--- src/core/rpu_params.svh ---
// Constants for the ROM patch unit
`ifndef RPU_PARAMS_SVH
`define RPU_PARAMS_SVH
`define RPU_ENTRIES 8
`define RPU_WINDOW_BASE 32'h40008400
`define RPU_WINDOW_MASK 32'hfffffc00
// Entry x: match address at 8*x, replacement word at 8*x+4
`define RPU_OFF_BITS 10
`define RPU_ENTRY_STRIDE 8
`define RPU_DATA_SLOT 4
`define RPU_SLOT_SEL_BIT 2
`define RPU_ENTRY_LSB 3
`define RPU_ENTRY_SPAN 10'h040
`define RPU_OFF_VALID 10'h040
`define RPU_OFF_DISABLE 10'h044
`define RPU_OFF_ENABLE 10'h048
`define RPU_VALID_RESET 8'h00
`define RPU_HTRANS_NONSEQ 2'b10
`define RPU_HTRANS_SEQ 2'b11
`endif

--- src/core/rpu_pkg.sv ---
// Types for the ROM patch unit
`include "rpu_params.svh"
package rpu_pkg;
  // One AHB address phase as captured for the data phase
  typedef struct packed {
    logic sel;
    logic write;
    logic [`RPU_OFF_BITS-1:0] offset;
  } rpu_aphase_t;
endpackage

--- src/core/rpu_top.sv ---
// ROM patch unit: AHB-Lite register slave and read data substitution
//
// Notes on behaviour
// - Sits in ROM read data path, choosing ROM word or stored replacement per word.
// - Eight entries, each a 32-bit match address then a 32-bit replacement word.
// - Entry valid bit sets itself once its data is written after its address.
// - Bus address compared against all eight match addresses in parallel.
// - On match with an enabled entry, replacement word replaces ROM data.
// - Several matches: highest numbered entry wins.
// - Writing one to a disable bit clears that entry's valid flag.
// - Writing one to an enable bit sets that entry's valid flag again.
// - Configuration registers read and written through an AHB slave port.
// - Runs on the AHB clock; matching and all updates except the asynchronous reset synchronous to it.
// - Registers decoded only inside the 0x40008400 to 0x400087ff window.
`timescale 1ns/100ps
`include "rpu_params.svh"
module rpu_top #(
  parameter int ENTRIES = `RPU_ENTRIES
) (
  input wire logic SYS_CLK,
  input wire logic RESET_N,
  input wire logic [31:0] HADDR,
  input wire logic [1:0] HTRANS,
  input wire logic HWRITE,
  input wire logic HSEL,
  input wire logic HREADY,
  input wire logic [31:0] HWDATA,
  output logic [31:0] HRDATA,
  output logic HREADYOUT,
  output logic HRESP,
  input wire logic ROM_ACCESS,
  input wire logic [31:0] ROM_RDATA,
  output logic [31:0] PATCHED_RDATA,
  output logic PATCH_HIT
);
  import rpu_pkg::*;

  localparam int IDX_BITS = (ENTRIES > 1) ? $clog2(ENTRIES) : 1;

  // Entry storage, one match address and one replacement word per entry
  logic [31:0] match_addr_reg [ENTRIES];
  logic [31:0] repl_word_reg [ENTRIES];

  // Pairing state: an address write arms the entry, a data write completes it
  logic [ENTRIES-1:0] addr_written_reg;
  logic [ENTRIES-1:0] valid_reg;

  // Pipeline of the register bus and of the ROM read path
  rpu_aphase_t aphase_reg;
  logic [31:0] rom_addr_reg;
  logic rom_read_reg;

  // Strobes of the register data phase now on the bus
  logic transfer;
  logic reg_wr;
  logic reg_rd;
  logic [ENTRIES-1:0] wdata_bits;
  logic [ENTRIES-1:0] addr_wr_vec;
  logic [ENTRIES-1:0] data_wr_vec;
  logic [ENTRIES-1:0] set_vec;
  logic [ENTRIES-1:0] clr_vec;

  // Matching
  logic [ENTRIES-1:0] hit_vec;
  logic [IDX_BITS-1:0] win_idx;
  logic win_any;

  function automatic logic window_hit(input logic [31:0] a);
    return (a & `RPU_WINDOW_MASK) == `RPU_WINDOW_BASE;
  endfunction

  // Offset of the match address of an entry
  function automatic logic [`RPU_OFF_BITS-1:0] addr_slot(input int idx);
    return `RPU_OFF_BITS'(idx * `RPU_ENTRY_STRIDE);
  endfunction

  // Offset of the replacement word of an entry
  function automatic logic [`RPU_OFF_BITS-1:0] data_slot(input int idx);
    return `RPU_OFF_BITS'(idx * `RPU_ENTRY_STRIDE + `RPU_DATA_SLOT);
  endfunction

  // Entry addressed by an offset inside the pair area
  function automatic logic [IDX_BITS-1:0] slot_entry(input logic [`RPU_OFF_BITS-1:0] off);
    return IDX_BITS'(off >> `RPU_ENTRY_LSB);
  endfunction

  // Second word of a pair is the replacement word
  function automatic logic is_data_slot(input logic [`RPU_OFF_BITS-1:0] off);
    return off[`RPU_SLOT_SEL_BIT];
  endfunction

  // Highest set bit wins, so later entries override earlier ones
  function automatic logic [IDX_BITS-1:0] top_hit(input logic [ENTRIES-1:0] v);
    logic [IDX_BITS-1:0] idx;
    idx = '0;
    for (int i = 0; i < ENTRIES; i++) begin
      if (v[i]) begin
        idx = IDX_BITS'(i);
      end
    end
    return idx;
  endfunction

  assign transfer = HREADY && (HTRANS == `RPU_HTRANS_NONSEQ || HTRANS == `RPU_HTRANS_SEQ);
  assign reg_wr = aphase_reg.sel && aphase_reg.write;
  assign reg_rd = aphase_reg.sel && !aphase_reg.write;
  assign wdata_bits = HWDATA[ENTRIES-1:0];

  // Register slave answers in zero wait states and never errors
  assign HREADYOUT = 1'b1;
  assign HRESP = 1'b0;

  // Address phase capture for the register window
  always_ff @(posedge SYS_CLK or negedge RESET_N) begin
    if (!RESET_N) begin
      aphase_reg <= '0;
    end else if (HREADY) begin
      aphase_reg.sel <= transfer && HSEL && window_hit(HADDR);
      aphase_reg.write <= HWRITE;
      // Full window offset, so no alias of the pair area elsewhere in the window
      aphase_reg.offset <= HADDR[`RPU_OFF_BITS-1:0];
    end
  end

  // Address of the ROM read now in its data phase
  always_ff @(posedge SYS_CLK or negedge RESET_N) begin
    if (!RESET_N) begin
      rom_addr_reg <= '0;
      rom_read_reg <= 1'b0;
    end else if (HREADY) begin
      rom_addr_reg <= HADDR;
      rom_read_reg <= transfer && !HWRITE && ROM_ACCESS;
    end
  end

  // Per-entry write strobes and comparators
  always_comb begin
    addr_wr_vec = '0;
    data_wr_vec = '0;
    set_vec = '0;
    clr_vec = '0;
    hit_vec = '0;
    for (int i = 0; i < ENTRIES; i++) begin
      addr_wr_vec[i] = reg_wr && aphase_reg.offset == addr_slot(i);
      data_wr_vec[i] = reg_wr && aphase_reg.offset == data_slot(i);
      set_vec[i] = reg_wr && aphase_reg.offset == `RPU_OFF_ENABLE && wdata_bits[i];
      clr_vec[i] = reg_wr && aphase_reg.offset == `RPU_OFF_DISABLE && wdata_bits[i];
      // One comparator per entry, all in parallel
      hit_vec[i] = valid_reg[i] && (match_addr_reg[i] == rom_addr_reg);
    end
  end

  genvar gi;
  generate
    for (gi = 0; gi < ENTRIES; gi++) begin : g_entry
      // Entry storage has no reset; contents are lost on power-down anyway
      always_ff @(posedge SYS_CLK) begin
        if (addr_wr_vec[gi]) begin
          match_addr_reg[gi] <= HWDATA;
        end
      end

      always_ff @(posedge SYS_CLK) begin
        if (data_wr_vec[gi]) begin
          repl_word_reg[gi] <= HWDATA;
        end
      end

      // A data write without an earlier address write must not arm the entry
      always_ff @(posedge SYS_CLK or negedge RESET_N) begin
        if (!RESET_N) begin
          addr_written_reg[gi] <= 1'b0;
        end else if (addr_wr_vec[gi]) begin
          addr_written_reg[gi] <= 1'b1;
        end
      end

      always_ff @(posedge SYS_CLK or negedge RESET_N) begin
        if (!RESET_N) begin
          valid_reg[gi] <= 1'b0;
        end else if (addr_wr_vec[gi]) begin
          // Fresh address drops the stale entry until its word follows
          valid_reg[gi] <= 1'b0;
        end else if (data_wr_vec[gi] && addr_written_reg[gi]) begin
          valid_reg[gi] <= 1'b1;
        end else if (set_vec[gi]) begin
          valid_reg[gi] <= 1'b1;
        end else if (clr_vec[gi]) begin
          valid_reg[gi] <= 1'b0;
        end
      end
    end
  endgenerate

  // Winner of the comparison; only a ROM read in its data phase may use it
  always_comb begin
    win_any = rom_read_reg && (|hit_vec);
    win_idx = top_hit(hit_vec);
  end

  // Combinational so the ROM data is never delayed by a wait state
  always_comb begin
    PATCHED_RDATA = ROM_RDATA;
    PATCH_HIT = 1'b0;
    if (win_any) begin
      PATCHED_RDATA = repl_word_reg[win_idx];
      PATCH_HIT = 1'b1;
    end
  end

  // Register read mux; write-only registers and holes read zero
  always_comb begin
    HRDATA = '0;
    if (reg_rd) begin
      if (aphase_reg.offset < `RPU_ENTRY_SPAN) begin
        if (is_data_slot(aphase_reg.offset)) begin
          HRDATA = repl_word_reg[slot_entry(aphase_reg.offset)];
        end else begin
          HRDATA = match_addr_reg[slot_entry(aphase_reg.offset)];
        end
      end else if (aphase_reg.offset == `RPU_OFF_VALID) begin
        HRDATA[ENTRIES-1:0] = valid_reg;
      end
    end
  end
endmodule // rpu_top

--- config.mk ---
export PLATFORM = sky130hd
export DESIGN_NAME = rpu_top
export DESIGN_NICKNAME = d
export VERILOG_FILES = /design/src/core/rpu_pkg.sv /design/src/core/rpu_top.sv
export VERILOG_INCLUDE_DIRS = /design/src /design/src/core
export SDC_FILE = /design/constraint.sdc
export NUM_CORES = 1
export LEC_CHECK = 0
export BUFFER_PORTS_ARGS = -buffer_cell sky130_fd_sc_hd__buf_2
export CAP_MARGIN = 20
export CORE_MARGIN = 8
export CORE_UTILIZATION = 33
export DETAILED_ROUTE_END_ITERATION = 10
export HOLD_SLACK_MARGIN = 0.1
export MAX_ROUTING_LAYER = met4
export PLACE_DENSITY = 0.48
export SLEW_MARGIN = 20
export SYNTH_ARGS = -nofsm -noshare
export SYNTH_HDL_FRONTEND = slang
export SYNTH_SLANG_ARGS = --single-unit
--- constraint.sdc ---
create_clock -name SYS_CLK -period 4.45 [get_ports SYS_CLK]
set_clock_uncertainty 0.05 [all_clocks]
set_input_delay 0.2225 -clock SYS_CLK [delete_from_list [all_inputs] [get_ports SYS_CLK]]
set_output_delay 0.2225 -clock SYS_CLK [all_outputs]
set_load 0.1 [all_outputs]
# After elaboration in Yosys (flattened, before gate mapping)
# Memory sizes are Yosys's and may differ from the RTL's.
# Index checks and enable logic that the tools add are counted.
[classes]
n_lt_le_gt_ge = 1
n_eq_ne = 29
mux = 120
reduce_logical = 85
[op_table]
columns = ["operator", "count"]
rows = [
  ["32-bit two-way mux", 17],
  ["32-bit OR reduction", 14],
  ["32-bit == test", 8],
  ["10-bit by 6-bit == test with 1-bit output (second input constant)", 8],
  ["1-bit two-way mux", 80],
  ["3-bit two-way mux", 20],
  ["1-bit logical AND", 58],
  ["10-bit by 5-bit == test with 1-bit output (second input constant)", 4],
  ["4-bit nonzero test", 8],
  ["10-bit by 7-bit == test with 1-bit output (second input constant)", 3],
  ["24-bit two-way mux", 1],
  ["22-bit by 21-bit == test with 1-bit output (second input constant)", 1],
  ["10-bit by 4-bit == test with 1-bit output (second input constant)", 2],
  ["8-bit two-way mux", 2],
  ["10-bit by 3-bit == test with 1-bit output (second input constant)", 1],
  ["10-bit logical NOT", 1],
  ["10-bit by 7-bit < comparator with 1-bit output (second input constant)", 1],
  ["8-bit OR reduction", 1],
  ["2-bit == test (second input constant)", 2],
  ["1-bit logical NOT", 2],
  ["1-bit logical OR", 1],
]
[totals]
mem_bits_rw = 512
elab_cells = 258
ff_bits = 61
in_bits = 104
memories = 2
output_inout_bits = 67
[memory_table]
columns = ["memory", "words", "width", "read_ports", "rd_clocked_by_memory_dff", "write_ports", "line_no", "rtl"]
rows = [
  ["match_addr_reg", 8, 32, 9, 0, 1, "rpu_top.sv:41", "logic [31:0] match_addr_reg [ENTRIES];"],
  ["repl_word_reg", 8, 32, 2, 0, 1, "rpu_top.sv:42", "logic [31:0] repl_word_reg [ENTRIES];"],
]

# Longest topological paths before layout
[logic_depth]
word_depth = 12
ltp_mapped = 14
depth_no_buf = 9

# Least setup slack after synthesis
# No wires, ideal clock.
[synth_path]
kind = "register -> output"
startpoint = "reg rom_addr_reg[24]"
endpoint = "out PATCHED_RDATA[15]"
stages_incl_launch_ff = 12
arrival_time_ns = 5.501
t_required_ns = 4.178
path_buffers = 3
setup_slack_ns = -1.323
path_cell_list = "dfrtp_1 buf_2 xor2_1 or4b_1 or4_1 clkbuf_1 o41ai_1 nor3_1 a21oi_1 clkbuf_1 nor2_1 nor3_1"
[synth_via]
elab_chain_cells = 11
elab_cells_between_ends = 27
cone_classes = "eq/ne: 8; mux: 8; reduce/logical: 10; memory: 1"
[synth_lines]
columns = ["element", "line_no", "rtl"]
rows = [
  ["start, declared", "rpu_top.sv:50", "logic [31:0] rom_addr_reg;"],
  ["start signal, assigned", "rpu_top.sv:128", "rom_addr_reg <= '0;"],
  ["start signal, assigned", "rpu_top.sv:131", "rom_addr_reg <= HADDR;"],
  ["32-bit == test", "rpu_top.sv:149", "hit_vec[i] = valid_reg[i] && (match_addr_reg[i] == rom_addr_reg);"],
  ["1-bit logical AND", "rpu_top.sv:149", ""],
  ["1-bit two-way mux", "rpu_top.sv:97", "if (v[i]) begin"],
  ["3-bit two-way mux (6 in a row)", "rpu_top.sv:97", ""],
  ["memory 8 x 32 bit", "n/a", ""],
  ["32-bit two-way mux (*)", "rpu_top.sv:205", "if (win_any) begin"],
  ["end, declared", "rpu_top.sv:33", "output logic [31:0] PATCHED_RDATA,"],
]
# Mark *: on every way between the ends. The rest lies on a longest branch, timed or not.

# Worst setup path in the final report
[layout_path]
startpoint = "reg rom_addr_reg[14]"
endpoint = "out PATCHED_RDATA[25]"
# The elaborated chain is that of the path after synthesis.

==> out/results.ini <==
[outcome]
status=finished, violations left
violations=setup timing

[synth]
netlist_area_sq_um=28600
synth.avg_cell_area_sq_um=14.9
synth-edff-count=512
synthTopCellsByArea=edfxtp_1 (54%), mux4_2 (13%), xor2_1 (7.0%)
seq_area_frac_synth_pct=58.3
yosysMostFrequentCell=edfxtp_1
synthArstFlopShare_pct=9.06
ys_ff_latch=563
syn_inst=1916
ys_types=53
synthFlopType=edfxtp_1
synthTopCellsByCount=edfxtp_1 (512), xor2_1 (229), mux4_2 (159), nor4_1 (86), nand3_1 (81)
synth_largest_area_cell=edfxtp_1
syn_nets=2020
ys_warn_count=0
synth_top_cell_area_share_pct=53.8

[detailed_routing]
drt_iter0_drc=2204
final_antenna_net_count=0
routed_via_density=5.76
vias=20100
drc=0
wl_per_cell_um=33.8
firstDrtPassIters=6
wl_mm=118

[clock_tree]
cts_made_buffers=68
clock-root-buffer=clkbuf_16
htreeDepth=3
clock_sinks=563
clk_pin_slew_worst_paths_ps=60
clockBufferDepth=3
clk_latency_ps=630
cts_tree=done

[setup_path]
crit_path_start_kind=flop
crit_arrival_ps=4280
cp_slowest_cell=or4_4
cpMostUsedCell=buf_12
crit_type=flop to output port
r2r_setup_slack_ps=1110
critical_path.top_delay_family=buffers and inverters
cp_max_fo=28
critPathMaxStageDelay_ps=510
worstReg2RegEnd=match_addr_reg[0][25]$_DFFE_PP_
reg2reg_depth=5
timing.rr.start=aphase_reg[3]$_DFFE_PN0P_
worstPathCellList=buf_12, buf_4, xor2_1, nor4_1, nand4_1, or4_4, a211oi_4, buf_12, buf_12, buf_4, o21ai_0, mux2i_4, a2111oi_4, buf_4, nor3_4, buf_12
critPathBufInv=7
crit_path_end_kind=output port
critical_path_required_ps=4180
path_depth=16

[placement]
place_congestion=0.951
placed_cell_area_sq_um=32700
port_buffers=167
hpwlAfterDp_mm=83.2

[timing]
slew_headroom_pct=27.2
fmax_mhz=220
timing.final.crit_share_pct=102
slew_viol_final=0
hold_violations=0
worstMarginPinSlew_ps=1090
whs_ps=139
setup_viol=30
rsz0062_at_grt=yes
final.min_clock_period_ps=4550
finalWorstSetupSlack_ps=-101
tns_ps=-1650

[layout]
final_area_sq_um=37400
final.fill_count=7798
nets=2384
area_growth_pct=30.8
final_core_util_pct=43.3
drive_gt1_share_pct=37.5

[flow_run]
drv_cap=0

[die]
die_w_um=310
dieArea_sq_um=96300
die_y_um=310
start_util_pct=33.1
fp.coreArea_sq_um=86300
rows=108
ios=171

[power]
power.leakage_nw=12.8
total_power_mw=13.1
ir_drop_mv=0.256
power-per-cell-area_nw_per_um2=352

[min_path]
min_from=HREADY
min_to=rom_read_reg$_DFFE_PN0P_
hold_class=primary input to flop
min_path_cells=2

[grt]
grt_pass1_wl_mm=162
gr-total-overflow=0
grt_pass1_vias=20100
grt_usage_pct=24.8
grt_max_degree=45
antenna_found_initial=8

## metal layers
layer	global-route usage [%]	share of wire [%]	vias to the layer above
met1	33.9	43	10600
met3	2.97	6.3	156
met5	-	0	-
li1	-	-	8375
met2	38.9	47	973
met4	7.11	3.4	0
## per-stage QoR
| step | worst slack (ps) | instances |
|---|---|---|
| after global placement | -66.1 | 3245 |
| after global routing | -223 | 3489 |
| after CTS | -117 | 3482 |
| after detailed placement | -22.8 | 3245 |
| final | -101 | 3490 |
| after floorplan | -19.5 | 1916 |
## cell families (layout without fill, tap and decap cells)
logic type / Yosys count / after routing / share of synthesized area [%]
XOR/XNOR: 256 / 256 / 7.85
multiplexers: 266 / 266 / 16.9
other: 2 / 3 / 0.0263
AND/OR/NAND/NOR: 492 / 492 / 9.49
flip-flops: 563 / 563 / 58.3
AO/OA/AOI/OAI: 184 / 184 / 4.95
buffers and inverters: 153 / 571 / 2.54
## power breakdown
| group | leakage (nW) | switching, mW | internal [mW] |
|---|---|---|---|
| Clock | 1.06 | 2.32 | 3.14 |
| Combinational | 6.53 | 1.09 | 0.710 |
| Sequential | 5.22 | 0.0750 | 5.80 |
## layout make-up
type	instances	area [sq um]	share of cell area [%]
inverter	3	11.3	0.0301
clock buffer	98	1920	5.12
tap	1155	1450	3.86
clock inverter	26	254	0.679
sequential	563	16700	44.6
multi-input combinational	1200	12500	33.4
timing repair buffer	444	4590	12.3
antenna	1	2.50	0.00669
## placed cells by master (no fill, tap or decap), types with 9 or more instances in the layout
master / netlist / routed
or2_2: 9 / 9
clkbuf_16: 0 / 70
nand2_1: 32 / 31
nand4_1: 24 / 24
and3_1: 26 / 26
nor3_4: 0 / 21
nor2_1: 79 / 62
mux2i_1: 41 / 24
buf_2: 43 / 109
nor3_1: 50 / 17
o21ai_0: 59 / 52
mux4_2: 159 / 159
clkbuf_1: 68 / 21
or3_1: 35 / 31
o2111a_1: 32 / 25
nor2_4: 0 / 18
dfrtp_1: 51 / 30
nand3_1: 81 / 81
a2111oi_2: 0 / 16
nor3_2: 0 / 12
mux2_2: 41 / 38
edfxtp_1: 512 / 512
xnor2_1: 27 / 24
a2111oi_4: 0 / 14
mux2_4: 25 / 28
a22oi_1: 12 / 12
nor4_1: 86 / 74
dfrtp_2: 0 / 18
xor2_1: 229 / 221
a31oi_1: 24 / 24
nor2b_1: 27 / 27
mux2i_4: 0 / 16
buf_6: 8 / 23
nor4_2: 1 / 10
dlygate4sd3_1: 0 / 69
buf_12: 0 / 87
o21ai_1: 8 / 15
buf_4: 10 / 145
## worst max-delay path by stage
stage | to | slack (ps) | startpoint
CTS | PATCHED_RDATA[26] | -120 | aphase_reg[8]$_DFFE_PN0P_
global placement | PATCHED_RDATA[9] | -70 | rom_addr_reg[30]$_DFFE_PN0P_
detailed placement | PATCHED_RDATA[9] | -20 | rom_addr_reg[30]$_DFFE_PN0P_
floorplan | PATCHED_RDATA[15] | -20 | rom_addr_reg[24]$_DFFE_PN0P_
finish | PATCHED_RDATA[25] | -100 | rom_addr_reg[14]$_DFFE_PN0P_
global route | PATCHED_RDATA[2] | -220 | aphase_reg[4]$_DFFE_PN0P_
## repair_timing
| item | in CTS | in global routing |
|---|---|---|
| gates resized for setup | 184 | 65 |
| endpoints found under the hold margin | 564 | 0 |
| pin swaps | 42 | 44 |
| endpoints found under the setup margin | 32 | 32 |
| setup buffers | 48 | 14 |
| cloned | 6 | 1 |
| hold buffers | 69 | 0 |
(Power assumes the default switching activity.)
